<file path="src/design/vin_supervisor_pkg.sv">
// Shared constants and carriers of the input-voltage fault supervisor.
// Assumes a command decoder on the same clock that hands over whole
// management-bus commands, one per valid cycle.
package vin_supervisor_pkg;

  // ----------------------------------------------------------------
  // Command codes
  // ----------------------------------------------------------------
  localparam logic [7:0] CMD_CLEAR_FAULTS    = 8'h03;
  localparam logic [7:0] CMD_OV_FAULT_LIMIT  = 8'h55;
  localparam logic [7:0] CMD_OV_FAULT_ACTION = 8'h56;
  localparam logic [7:0] CMD_OV_WARN_LIMIT   = 8'h57;
  localparam logic [7:0] CMD_UV_WARN_LIMIT   = 8'h58;
  localparam logic [7:0] CMD_UV_FAULT_LIMIT  = 8'h59;
  localparam logic [7:0] CMD_UV_FAULT_ACTION = 8'h5a;
  localparam logic [7:0] CMD_STATUS_BYTE     = 8'h78;
  localparam logic [7:0] CMD_STATUS_WORD     = 8'h79;
  localparam logic [7:0] CMD_STATUS_INPUT    = 8'h7c;

  // ----------------------------------------------------------------
  // Reset values
  // ----------------------------------------------------------------
  localparam logic [15:0] OV_FAULT_LIMIT_RST = 16'hd3a0;
  localparam logic [15:0] OV_WARN_LIMIT_RST  = 16'hd360;
  // 4.5 V as linear-11: mantissa 9, exponent -1
  localparam logic [15:0] UV_WARN_LIMIT_RST  = 16'hf809;
  localparam logic [7:0]  FAULT_ACTION_RST   = 8'h80;

  // ----------------------------------------------------------------
  // Field positions
  // ----------------------------------------------------------------
  localparam int L11_EXP_LSB    = 11;
  localparam int ACT_RESP_LSB   = 6;
  localparam int ACT_RETRY_LSB  = 3;
  localparam int ACT_TIME_LSB   = 0;
  localparam int SW_INPUT_BIT   = 13;
  localparam int SW_UV_FAULT_BIT = 3;
  localparam int SW_OTHER_BIT   = 0;
  localparam int SI_OV_FAULT_BIT = 7;
  localparam int SI_OV_WARN_BIT = 6;
  localparam int SI_UV_WARN_BIT = 5;
  localparam int SI_UV_FAULT_BIT = 4;
  localparam logic [2:0] RETRY_NONE       = 3'h0;
  localparam logic [2:0] RETRY_CONTINUOUS = 3'h7;

  // ----------------------------------------------------------------
  // Fixed point and timing
  // ----------------------------------------------------------------
  localparam int FIX_W    = 24;
  localparam int FIX_FRAC = 8;
  localparam int CLK_PERIOD_NS  = 4;
  localparam int TIME_UNIT_NS   = 10000;
  localparam int TIME_UNIT_CYC  =
    (TIME_UNIT_NS + CLK_PERIOD_NS - 1) / CLK_PERIOD_NS;

  typedef enum logic [1:0] {
    RESP_IGNORE, RESP_DELAY_OFF, RESP_OFF_NOW, RESP_OFF_WHILE
  } resp_type;

  typedef struct packed {
    logic        write;
    logic [7:0]  code;
    logic [15:0] data;
  } cmd_type;

  typedef struct packed {
    logic        error;
    logic [15:0] data;
  } rsp_type;

endpackage

</file>
<file path="src/design/fault_action_engine.sv">
// Carries out one fault-response byte: delay, shutdown, retry, hold-off.
// Assumes fault is a clean level on the same clock.
module fault_action_engine #(
  parameter int CNT_W = 16
) (
  input  wire logic             clk,
  input  wire logic             arst_n,
  input  wire logic             ce,
  input  wire logic             fault,
  input  wire logic             run_req,
  input  wire logic             halt,
  input  wire logic [7:0]       action,
  input  wire logic [CNT_W-1:0] unit_cycles,
  output logic                  allow_q,
  output logic                  latched_q
);

  initial begin
    if (CNT_W < 4 || CNT_W > 30) begin
      $error("fault_action_engine: unsupported counter width");
    end
  end

  typedef enum logic [2:0] {
    PH_IDLE, PH_DELAY, PH_WAIT, PH_RETRY_RUN, PH_LATCHED, PH_HOLD
  } phase_type;

  typedef struct packed {
    phase_type      phase;
    logic [CNT_W+2:0] timer;
    logic [2:0]     tries;
    logic           allow;
  } state_type;

  state_type s_q, s_d;
  vin_supervisor_pkg::resp_type resp;
  logic [2:0]       retry;
  logic [CNT_W+2:0] span;

  assign resp  = vin_supervisor_pkg::resp_type'(action[7:6]);
  assign retry = action[5:3];
  // Same three-bit count serves as delay and retry spacing
  assign span  = (CNT_W+3)'(action[2:0]) * unit_cycles;

  always_comb begin
    s_d = s_q;
    unique case (s_q.phase)
      PH_IDLE: begin
        s_d.allow = 1'b1;
        if (fault && run_req) begin
          unique case (resp)
            vin_supervisor_pkg::RESP_IGNORE: ;
            vin_supervisor_pkg::RESP_DELAY_OFF: begin
              s_d.timer = span;
              s_d.phase = PH_DELAY;
            end
            vin_supervisor_pkg::RESP_OFF_NOW: begin
              s_d.allow = 1'b0;
              s_d.timer = span;
              s_d.tries = retry;
              s_d.phase = (retry == vin_supervisor_pkg::RETRY_NONE)
                          ? PH_LATCHED : PH_WAIT;
            end
            vin_supervisor_pkg::RESP_OFF_WHILE: begin
              s_d.allow = 1'b0;
              s_d.phase = PH_HOLD;
            end
          endcase
        end
      end
      PH_DELAY: begin
        if (!run_req || !fault) begin
          s_d.phase = PH_IDLE;
        end else if (s_q.timer == '0) begin
          s_d.allow = 1'b0;
          s_d.timer = span;
          s_d.tries = retry;
          s_d.phase = (retry == vin_supervisor_pkg::RETRY_NONE)
                      ? PH_LATCHED : PH_WAIT;
        end else begin
          s_d.timer = s_q.timer - 1'b1;
        end
      end
      PH_WAIT: begin
        s_d.allow = 1'b0;
        if (!run_req) begin
          s_d.phase = PH_IDLE;
        end else if (halt) begin
          s_d.phase = PH_LATCHED;
        end else if (s_q.timer == '0) begin
          s_d.allow = 1'b1;
          s_d.timer = span;
          if (retry != vin_supervisor_pkg::RETRY_CONTINUOUS) begin
            s_d.tries = s_q.tries - 1'b1;
          end
          s_d.phase = PH_RETRY_RUN;
        end else begin
          s_d.timer = s_q.timer - 1'b1;
        end
      end
      PH_RETRY_RUN: begin
        s_d.allow = 1'b1;
        if (!run_req) begin
          s_d.phase = PH_IDLE;
        end else if (halt) begin
          s_d.allow = 1'b0;
          s_d.phase = PH_LATCHED;
        end else if (fault) begin
          s_d.allow = 1'b0;
          s_d.timer = span;
          // Continuous mode retries again regardless of the remaining tries
          if (retry == vin_supervisor_pkg::RETRY_CONTINUOUS ||
              s_q.tries != 3'h0) begin
            s_d.phase = PH_WAIT;
          end else begin
            s_d.phase = PH_LATCHED;
          end
        end else if (s_q.timer == '0) begin
          s_d.phase = PH_IDLE;
        end else begin
          s_d.timer = s_q.timer - 1'b1;
        end
      end
      PH_LATCHED: begin
        // Only dropping run_req clears the shutdown
        s_d.allow = 1'b0;
        if (!run_req) begin
          s_d.phase = PH_IDLE;
        end
      end
      PH_HOLD: begin
        s_d.allow = !(fault && run_req) ? 1'b1 : 1'b0;
        if (!(fault && run_req)) begin
          s_d.phase = PH_IDLE;
        end
      end
      default: begin
        s_d.phase = PH_LATCHED;
        s_d.allow = 1'b0;
      end
    endcase
  end

  always_ff @(posedge clk or negedge arst_n) begin
    if (!arst_n) begin
      s_q <= '{phase: PH_IDLE, timer: '0, tries: 3'h0, allow: 1'b1};
    end else if (ce) begin
      s_q <= s_d;
    end
  end

  assign allow_q   = s_q.allow;
  assign latched_q = (s_q.phase == PH_LATCHED);

endmodule // fault_action_engine

</file>
<file path="src/design/input_voltage_fault_supervisor.sv">
// Input-voltage supervisor: thresholds, fault actions, input status.
// Assumes a command decoder and a voltage measurement on clk, and a
// pin strap that is static while the part runs.

// Behaviour
// - An input overvoltage fault is declared while the input exceeds the overvoltage fault limit, which resets to d3a0h and spans 0 V to 16 V.
// - Above the overvoltage warning limit (reset d360h) the catch-all and input summary bits, the overvoltage warning bit and the alert are set.
// - Below the undervoltage warning limit (reset 4.5 V, up to 12 V) the catch-all and input summary bits, the undervoltage warning bit and the alert are set.
// - An input undervoltage fault is declared below the undervoltage fault limit, whose reset value comes from the pin strap.
// - A declared undervoltage fault stays active until the input rises above the undervoltage warning limit.
// - Response 00 ignores the fault; response 01 waits the delay of bits 2:0, then disables and retries per bits 5:3.
// - Response 10 disables at once and then retries per bits 5:3.
// - Response 11 keeps the output off while the fault lasts and lets it run again once it is gone.
// - Every fault sets its status bit whatever the response, and only the clear-faults command clears it.
// - Retry count 000 makes no restart and keeps the output off until the device is restarted.
// - Retry count 001 to 110 restarts exactly that many times, spaced by the time of bits 2:0.
// - Retry count 111 restarts endlessly until disabled or another fault latches the output off.
// - The count in bits 2:0 sets both the delay before acting and the spacing between restarts.
// - Both fault-response bytes reset to 80h, immediate disable with no restart.
// - Input faults and warnings show in status word bit 13, and bit 0 flags those not covered by bits 7:1.
module input_voltage_fault_supervisor #(
  parameter int UNIT_CYCLES = vin_supervisor_pkg::TIME_UNIT_CYC,
  parameter int CNT_W       = 16
) (
  input  wire logic                             clk,
  input  wire logic                             arst_n,
  input  wire logic                             ce,
  input  wire logic                             cmd_valid,
  input  wire vin_supervisor_pkg::cmd_type      cmd,
  input  wire logic [vin_supervisor_pkg::FIX_W-1:0] vin_meas,
  input  wire logic [15:0]                      uv_strap,
  input  wire logic                             run_req,
  output logic                                  rsp_valid_q,
  output vin_supervisor_pkg::rsp_type           rsp_q,
  output logic                                  alert_n_q,
  output logic                                  output_on_q,
  output logic [15:0]                           status_word_q
);

  initial begin
    if (UNIT_CYCLES < 1 || UNIT_CYCLES >= (1 << CNT_W)) begin
      $error("input_voltage_fault_supervisor: unit does not fit counter");
    end
  end

  localparam int FW = vin_supervisor_pkg::FIX_W;
  localparam int NLIM = 4;

  // ----------------------------------------------------------------
  // State
  // ----------------------------------------------------------------
  typedef struct packed {
    logic [15:0] ov_fault_limit;
    logic [7:0]  ov_fault_action;
    logic [15:0] ov_warn_limit;
    logic [15:0] uv_warn_limit;
    logic [15:0] uv_fault_limit;
    logic [7:0]  uv_fault_action;
    logic [15:0] strap_meta;
    logic [15:0] strap_sync;
    logic [1:0]  strap_age;
    logic        uv_fault_active;
    logic [7:0]  status_input;
    logic        rsp_valid;
    vin_supervisor_pkg::rsp_type rsp;
    logic        alert_n;
    logic        output_on;
    logic [15:0] status_word;
  } state_type;

  state_type s_q, s_d;

  // ----------------------------------------------------------------
  // Threshold decoders
  // ----------------------------------------------------------------
  logic [15:0]   lim_raw [NLIM];
  logic [FW-1:0] lim_fix [NLIM];

  assign lim_raw[0] = s_q.ov_fault_limit;
  assign lim_raw[1] = s_q.ov_warn_limit;
  assign lim_raw[2] = s_q.uv_warn_limit;
  assign lim_raw[3] = s_q.uv_fault_limit;

  for (genvar i = 0; i < NLIM; i++) begin : g_dec
    l11_to_fixed #(
      .FIX_W (FW),
      .FRAC  (vin_supervisor_pkg::FIX_FRAC)
    ) u_dec (
      .clk     (clk),
      .arst_n  (arst_n),
      .ce      (ce),
      .l11     (lim_raw[i]),
      .value_q (lim_fix[i])
    );
  end

  // Limits are trusted once the strap has loaded, one cycle before it is decoded
  logic limits_ready;
  assign limits_ready = (s_q.strap_age == 2'h3);

  logic ov_fault_cond;
  logic ov_warn_cond;
  logic uv_warn_cond;
  logic uv_fault_cond;

  assign ov_fault_cond = limits_ready && (vin_meas > lim_fix[0]);
  assign ov_warn_cond  = limits_ready && (vin_meas > lim_fix[1]);
  assign uv_warn_cond  = limits_ready && (vin_meas < lim_fix[2]);
  assign uv_fault_cond = limits_ready && (vin_meas < lim_fix[3]);

  // ----------------------------------------------------------------
  // Fault action engines
  // ----------------------------------------------------------------
  logic ov_allow;
  logic uv_allow;
  logic ov_latched;
  logic uv_latched;

  // Each engine treats a latched shutdown by the other one as a halt
  fault_action_engine #(
    .CNT_W (CNT_W)
  ) u_ov_action (
    .clk         (clk),
    .arst_n      (arst_n),
    .ce          (ce),
    .fault       (ov_fault_cond),
    .run_req     (run_req),
    .halt        (uv_latched),
    .action      (s_q.ov_fault_action),
    .unit_cycles (CNT_W'(UNIT_CYCLES)),
    .allow_q     (ov_allow),
    .latched_q   (ov_latched)
  );

  fault_action_engine #(
    .CNT_W (CNT_W)
  ) u_uv_action (
    .clk         (clk),
    .arst_n      (arst_n),
    .ce          (ce),
    .fault       (s_q.uv_fault_active),
    .run_req     (run_req),
    .halt        (ov_latched),
    .action      (s_q.uv_fault_action),
    .unit_cycles (CNT_W'(UNIT_CYCLES)),
    .allow_q     (uv_allow),
    .latched_q   (uv_latched)
  );

  // ----------------------------------------------------------------
  // Next state
  // ----------------------------------------------------------------
  logic [7:0] set_input;
  logic       clear_req;

  always_comb begin
    s_d = s_q;
    set_input = 8'h0;
    clear_req = 1'b0;

    // Strap: two flops, then loaded once after reset release
    s_d.strap_meta = uv_strap;
    s_d.strap_sync = s_q.strap_meta;
    if (s_q.strap_age != 2'h3) begin
      s_d.strap_age = s_q.strap_age + 2'h1;
    end
    if (s_q.strap_age == 2'h2) begin
      s_d.uv_fault_limit = s_q.strap_sync;
    end

    // Undervoltage fault with hysteresis to the warning limit
    if (uv_fault_cond) begin
      s_d.uv_fault_active = 1'b1;
    end else if (limits_ready && vin_meas > lim_fix[2]) begin
      s_d.uv_fault_active = 1'b0;
    end

    set_input[vin_supervisor_pkg::SI_OV_FAULT_BIT] = ov_fault_cond;
    set_input[vin_supervisor_pkg::SI_OV_WARN_BIT]  = ov_warn_cond;
    set_input[vin_supervisor_pkg::SI_UV_WARN_BIT]  = uv_warn_cond;
    set_input[vin_supervisor_pkg::SI_UV_FAULT_BIT] =
      s_q.uv_fault_active;

    // Commands
    s_d.rsp_valid = 1'b0;
    if (cmd_valid) begin
      s_d.rsp_valid  = 1'b1;
      s_d.rsp.error  = 1'b0;
      s_d.rsp.data   = 16'h0;
      unique case (cmd.code)
        vin_supervisor_pkg::CMD_CLEAR_FAULTS: begin
          clear_req = cmd.write;
          s_d.rsp.error = !cmd.write;
        end
        vin_supervisor_pkg::CMD_OV_FAULT_LIMIT: begin
          if (cmd.write) s_d.ov_fault_limit = cmd.data;
          s_d.rsp.data = s_q.ov_fault_limit;
        end
        vin_supervisor_pkg::CMD_OV_FAULT_ACTION: begin
          if (cmd.write) s_d.ov_fault_action = cmd.data[7:0];
          s_d.rsp.data = {8'h0, s_q.ov_fault_action};
        end
        vin_supervisor_pkg::CMD_OV_WARN_LIMIT: begin
          if (cmd.write) s_d.ov_warn_limit = cmd.data;
          s_d.rsp.data = s_q.ov_warn_limit;
        end
        vin_supervisor_pkg::CMD_UV_WARN_LIMIT: begin
          if (cmd.write) s_d.uv_warn_limit = cmd.data;
          s_d.rsp.data = s_q.uv_warn_limit;
        end
        vin_supervisor_pkg::CMD_UV_FAULT_LIMIT: begin
          if (cmd.write) s_d.uv_fault_limit = cmd.data;
          s_d.rsp.data = s_q.uv_fault_limit;
        end
        vin_supervisor_pkg::CMD_UV_FAULT_ACTION: begin
          if (cmd.write) s_d.uv_fault_action = cmd.data[7:0];
          s_d.rsp.data = {8'h0, s_q.uv_fault_action};
        end
        vin_supervisor_pkg::CMD_STATUS_BYTE: begin
          s_d.rsp.error = cmd.write;
          s_d.rsp.data  = {8'h0, s_q.status_word[7:0]};
        end
        vin_supervisor_pkg::CMD_STATUS_WORD: begin
          s_d.rsp.error = cmd.write;
          s_d.rsp.data  = s_q.status_word;
        end
        vin_supervisor_pkg::CMD_STATUS_INPUT: begin
          s_d.rsp.error = cmd.write;
          s_d.rsp.data  = {8'h0, s_q.status_input};
        end
        default: begin
          s_d.rsp.error = 1'b1;
        end
      endcase
    end

    // Sticky bits: a new event outranks a clear in the same cycle
    if (clear_req) begin
      s_d.status_input = set_input;
    end else begin
      s_d.status_input = s_q.status_input | set_input;
    end

    s_d.status_word = 16'h0;
    s_d.status_word[vin_supervisor_pkg::SW_INPUT_BIT] =
      |s_d.status_input;
    s_d.status_word[vin_supervisor_pkg::SW_UV_FAULT_BIT] =
      s_d.status_input[vin_supervisor_pkg::SI_UV_FAULT_BIT];
    s_d.status_word[vin_supervisor_pkg::SW_OTHER_BIT] =
      s_d.status_input[vin_supervisor_pkg::SI_OV_FAULT_BIT] |
      s_d.status_input[vin_supervisor_pkg::SI_OV_WARN_BIT] |
      s_d.status_input[vin_supervisor_pkg::SI_UV_WARN_BIT];
    s_d.alert_n   = !(|s_d.status_input);
    s_d.output_on = run_req && ov_allow && uv_allow && limits_ready;
  end

  // ----------------------------------------------------------------
  // Registers
  // ----------------------------------------------------------------
  always_ff @(posedge clk or negedge arst_n) begin
    if (!arst_n) begin
      s_q <= '{
        ov_fault_limit:  vin_supervisor_pkg::OV_FAULT_LIMIT_RST,
        ov_fault_action: vin_supervisor_pkg::FAULT_ACTION_RST,
        ov_warn_limit:   vin_supervisor_pkg::OV_WARN_LIMIT_RST,
        uv_warn_limit:   vin_supervisor_pkg::UV_WARN_LIMIT_RST,
        uv_fault_limit:  16'h0,
        uv_fault_action: vin_supervisor_pkg::FAULT_ACTION_RST,
        strap_meta:      16'h0,
        strap_sync:      16'h0,
        strap_age:       2'h0,
        uv_fault_active: 1'b0,
        status_input:    8'h0,
        rsp_valid:       1'b0,
        rsp:             '0,
        alert_n:         1'b1,
        output_on:       1'b0,
        status_word:     16'h0
      };
    end else if (ce) begin
      s_q <= s_d;
    end
  end

  assign rsp_valid_q   = s_q.rsp_valid;
  assign rsp_q         = s_q.rsp;
  assign alert_n_q     = s_q.alert_n;
  assign output_on_q   = s_q.output_on;
  assign status_word_q = s_q.status_word;

endmodule // input_voltage_fault_supervisor

</file>
<file path="src/design/l11_to_fixed.sv">
// Linear-11 threshold to unsigned fixed point, one cycle of latency.
// Assumes the caller compares against a measurement in the same format.
module l11_to_fixed #(
  parameter int FIX_W = vin_supervisor_pkg::FIX_W,
  parameter int FRAC  = vin_supervisor_pkg::FIX_FRAC
) (
  input  wire logic             clk,
  input  wire logic             arst_n,
  input  wire logic             ce,
  input  wire logic [15:0]      l11,
  output logic      [FIX_W-1:0] value_q
);

  initial begin
    if (FIX_W < 12 || FIX_W > 40 || FRAC > 16) begin
      $error("l11_to_fixed: unsupported width");
    end
  end

  logic signed [6:0] shift;
  logic [63:0]       wide;
  logic [FIX_W-1:0]  value_d;

  // Negative values clamp to zero; too-large values saturate
  always_comb begin
    shift = 7'(signed'(l11[15:vin_supervisor_pkg::L11_EXP_LSB]))
            + 7'(FRAC);
    wide  = 64'h0;
    if (!l11[10]) begin
      if (shift < 0) begin
        wide = {53'h0, l11[10:0]} >> (-shift);
      end else begin
        wide = {53'h0, l11[10:0]} << shift;
      end
    end
    if (|wide[63:FIX_W]) begin
      value_d = '1;
    end else begin
      value_d = wide[FIX_W-1:0];
    end
  end

  always_ff @(posedge clk or negedge arst_n) begin
    if (!arst_n) begin
      value_q <= '0;
    end else if (ce) begin
      value_q <= value_d;
    end
  end

endmodule // l11_to_fixed

</file>
<file path="config.mk">
export PLATFORM = sky130hd
export DESIGN_NAME = input_voltage_fault_supervisor
export DESIGN_NICKNAME = d
export VERILOG_FILES = /design/src/design/vin_supervisor_pkg.sv /design/src/design/fault_action_engine.sv /design/src/design/input_voltage_fault_supervisor.sv /design/src/design/l11_to_fixed.sv
export SDC_FILE = /design/constraint.sdc
export NUM_CORES = 1
export LEC_CHECK = 0
export BUFFER_PORTS_ARGS = -buffer_cell sky130_fd_sc_hd__buf_2
export CAP_MARGIN = 15
export CORE_MARGIN = 10
export CORE_UTILIZATION = 45
export DETAILED_ROUTE_END_ITERATION = 7
export PLACE_DENSITY_LB_ADDON = 0.1
export SLEW_MARGIN = 20
export SYNTH_ARGS = -nofsm -noshare
export SYNTH_HDL_FRONTEND = slang
export SYNTH_SLANG_ARGS = --single-unit
</file>
<file path="constraint.sdc">
create_clock -name clk -period 9 [get_ports clk]
set_clock_uncertainty 0.2 [all_clocks]
set_input_delay 1.35 -clock clk [delete_from_list [all_inputs] [get_ports clk]]
set_output_delay 1.35 -clock clk [all_outputs]
set_load 0.05 [all_outputs]
</file>
==> flow_metrics.py <==
metrics = {
    "outcome": {
        "status": "completed",
    },
    "critical_path": {
        "crit_chain": "buf_2, ha_1, nand4_1, nor4_1, o311ai_0, buf_4, nand4_1, nand2_1, nand3_1, o221ai_1",
        "cp.required_ns": 9.22,
        "endpoint_kind": "flop",
        "r2r_cells": 9,
        "crit_path_frequent_cell": "nand4_1",
        "r2r-start": "lim_raw[27]",
        "setup.worst_path.start_class": "primary input",
        "cp_slowest_cell": "nor4_1",
        "crit_path_max_fanout": 14,
        "critPathArrivalTime_ns": 4.83,
        "r2r-end": "g_dec[2].u_dec.value_q[5]",
        "cp_slowest_stage_delay_ns": 0.96,
        "r2r_slack_ns": 4.86,
        "crit_type": "primary input to flop",
    },
    "power_and_ir_drop": {
        "p_per_area_nw_per_um2": 228,
        "sw_frac_of_total": 0.405,
        "power_mw": 5.57,
        "power_leakage_nw": 10.4,
        "p_comb_frac": 0.389,
        "p_switching_mw": 2.25,
        "seq_power_share": 0.332,
        "clkPwrFrac": 0.279,
        "p_int_mw": 3.32,
        "ir_drop_mv": 0.221,
    },
    "route": {
        "via_count": 20000,
        "antenna_left": 0,
        "vias_per_cell": 6.25,
        "wl_um": 76200,
        "route.detailed.drc": 0,
        "drt_first_pass_iters": 7,
        "routedWlPerCell_um": 23.8,
        "drt_iter0_drc": 2035,
    },
    "min_path": {
        "worstHoldPathCells": 2,
        "min_to": "output_on_q",
        "hold_class": "flop to flop",
        "hold_start": "output_on_q",
    },
    "synthesis": {
        "avgSynthCellArea_um2": 8.88,
        "ys_types": 100,
        "syn_inst": 2534,
        "ys_top_cells_by_area": "dfrtp_1, ha_1, mux2_2",
        "yosys_warnings": 0,
        "syn_area_um2": 22500,
        "synth_top_area_cell": "dfrtp_1",
        "synth_edf_count": 0,
        "synth_top_cell_area_share": 0.297,
        "synth-seq-cells": 293,
        "ys_seq_area_frac": 0.327,
        "ys.flop_type": "dfrtp_1",
        "async_flop_share": 1.00,
    },
    "timing": {
        "finalHoldViolCount": 0,
        "finalSetupTns_ns": 0,
        "min_period_over_period": 0.512,
        "max_freq_mhz": 217,
        "fin_crit_ns": 4.61,
        "whs_ns": 0.293,
        "tightest_slew_ns": 1.08,
        "slew_violations": 0,
        "final-setup-viol-count": 0,
        "maxSlewHeadroom": 0.273,
        "rsz0062_at_grt": "no",
    },
    "floorplanning": {
        "initial_core_util": 0.458,
        "fp.dieH_um": 244,
        "ios": 106,
        "rows": 81,
        "fp.coreArea_um2": 49200,
        "die_w_um": 244,
        "dieArea_um2": 59300,
    },
    "clock_tree": {
        "clk_latency_ns": 0.57,
        "h-tree-depth": 2,
        "clk_path_buf_depth": 3,
        "numCtsBuffers": 36,
        "root_buffer": "clkbuf_16",
        "cts_hold_buffers": 0,
        "ctsResizeCount": 0,
        "post-cts-setup-buffers": 0,
        "clkTransAtPathRegs_ns": 0.06,
        "clock-sinks": 293,
        "cts_tree": "done",
    },
    "cells_and_area": {
        "final_nets": 2712,
        "fill_cells": 4685,
        "drive_above_1_share": 0.160,
        "design_area_um2": 24400,
        "final_core_util": 0.496,
        "syn_to_final_growth_pct": 8.34,
    },
    "grt": {
        "overflow": 0,
        "grt_max_degree": 123,
        "grt_pass1_wl_um": 117000,
        "grt.total_usage": 0.249,
        "antenna_found_initial": 6,
        "first_global_vias": 19200,
    },
    "placed_design": {
        "hpwl_um": 56800,
        "dpl_cell_area_um2": 23100,
        "place_congestion": 0.955,
        "portBuffers": 92,
    },
    "flow_run": {
        "maxCapViolCount": 0,
    },
}
[kinds of logic after synthesis]
group           Yosys count  share of synthesized area
fa+ha+maj               137                     0.0782
simple gates            768                      0.166
xor+xnor                 23                    0.00895
other cells               1                   0.000167
flops                   293                      0.327
buf+inv                 365                     0.0697
mux                     260                      0.141
compound gates          687                      0.209
[flip-flops by register name, summed over array words and instances, names as in the netlist]
signal,cells
g_dec.u_dec.value_q,96
lim_raw,64
s_q,43
u_ov_action.s_q,25
u_uv_action.s_q,25
rsp_q,17
s_d,16
status_word_q,2
alert_n_q,1
output_on_q,1
rsp_valid_q,1
u_ov_action.allow_q,1
u_uv_action.allow_q,1
[cell type report]
| cell class | instances | area, um^2 | share of cell area |
|---|---|---|---|
| multi-input cells | 1888 | 13600 | 0.559 |
| flip-flops and latches | 293 | 7360 | 0.302 |
| clock buffers | 50 | 993 | 0.0408 |
| well taps | 664 | 831 | 0.0341 |
| repair buffers | 115 | 656 | 0.0269 |
| inverters | 171 | 642 | 0.0263 |
| clock inverters | 13 | 249 | 0.0102 |
| diodes | 2 | 5.00 | 0.000205 |
[power groups by stage]
stage,clock network [mW],logic [mW],registers (mW)
3_5_place_dp,0,2.13,1.86
3_3_place_gp,0,2.11,1.86
2_1_floorplan,0,1.67,1.69
5_1_grt,1.64,2.38,1.88
4_1_cts,1.59,2.14,1.84
6_report,1.56,2.17,1.85
[synthesized netlist by cell type (23+ instances only)]
master    number
dfrtp_1      267
nand2_1      242
nor2_1       180
inv_1        163
a21oi_1      148
mux2_2       132
ha_1         131
clkbuf_1     120
o21ai_0      106
a22oi_1      101
mux2i_1       96
nor3_1        66
o22ai_1       51
nand3_1       47
buf_4         43
a31oi_1       33
nand4_1       33
mux4_2        32
nand2b_1      30
a21o_1        26
dfstp_2       26
nor4_1        24
o211ai_1      23
[through the flow]
stage          cells  setup slack (ns)
2_1_floorplan   2546              4.96
3_3_place_gp    3130              3.82
3_5_place_dp    3130              3.69
4_1_cts         3193              4.29
5_1_grt         3195              4.21
6_report        3196              4.39
[critical path, delay by kind of cell]
family	cells	cell delay, ns
adders and majority gates	1	0.33
and+or+nand+nor	5	2.29
AOI/OAI and AO/OA	2	0.47
buffers and inverters	2	0.38
[layout by cell type (no fill, tap or decap), types with 33 or more instances in the layout]
master,count
nor2_1,180
clkbuf_16,36
a31oi_1,33
nor3_1,63
o21ai_0,106
nand3_1,47
buf_2,91
ha_1,131
dfrtp_1,267
a21oi_1,147
nand4_1,33
mux2_2,132
o22ai_1,51
nand2_1,242
mux2i_1,96
inv_1,162
a22oi_1,101
[worst max-delay path by stage]
stage / from / endpoint / depth (start not counted)
final: vin_meas[22] / u_ov_action.s_q[10] / 10
after global routing: vin_meas[22] / u_ov_action.s_q[6] / 10
after CTS: vin_meas[11] / u_ov_action.s_q[6] / 9
after detailed placement: vin_meas[11] / u_ov_action.s_q[6] / 9
after global placement: vin_meas[11] / u_ov_action.s_q[6] / 9
after floorplan: vin_meas[5] / u_ov_action.s_q[16] / 9
[routing by layer]
metal / wire [um] / GRT usage
met5: 0 / 0
met4: 2030 / 0.0763
met3: 4910 / 0.0373
met2: 33800 / 0.380
met1: 35400 / 0.358
Note: power is estimated with default switching activity, not from simulation.
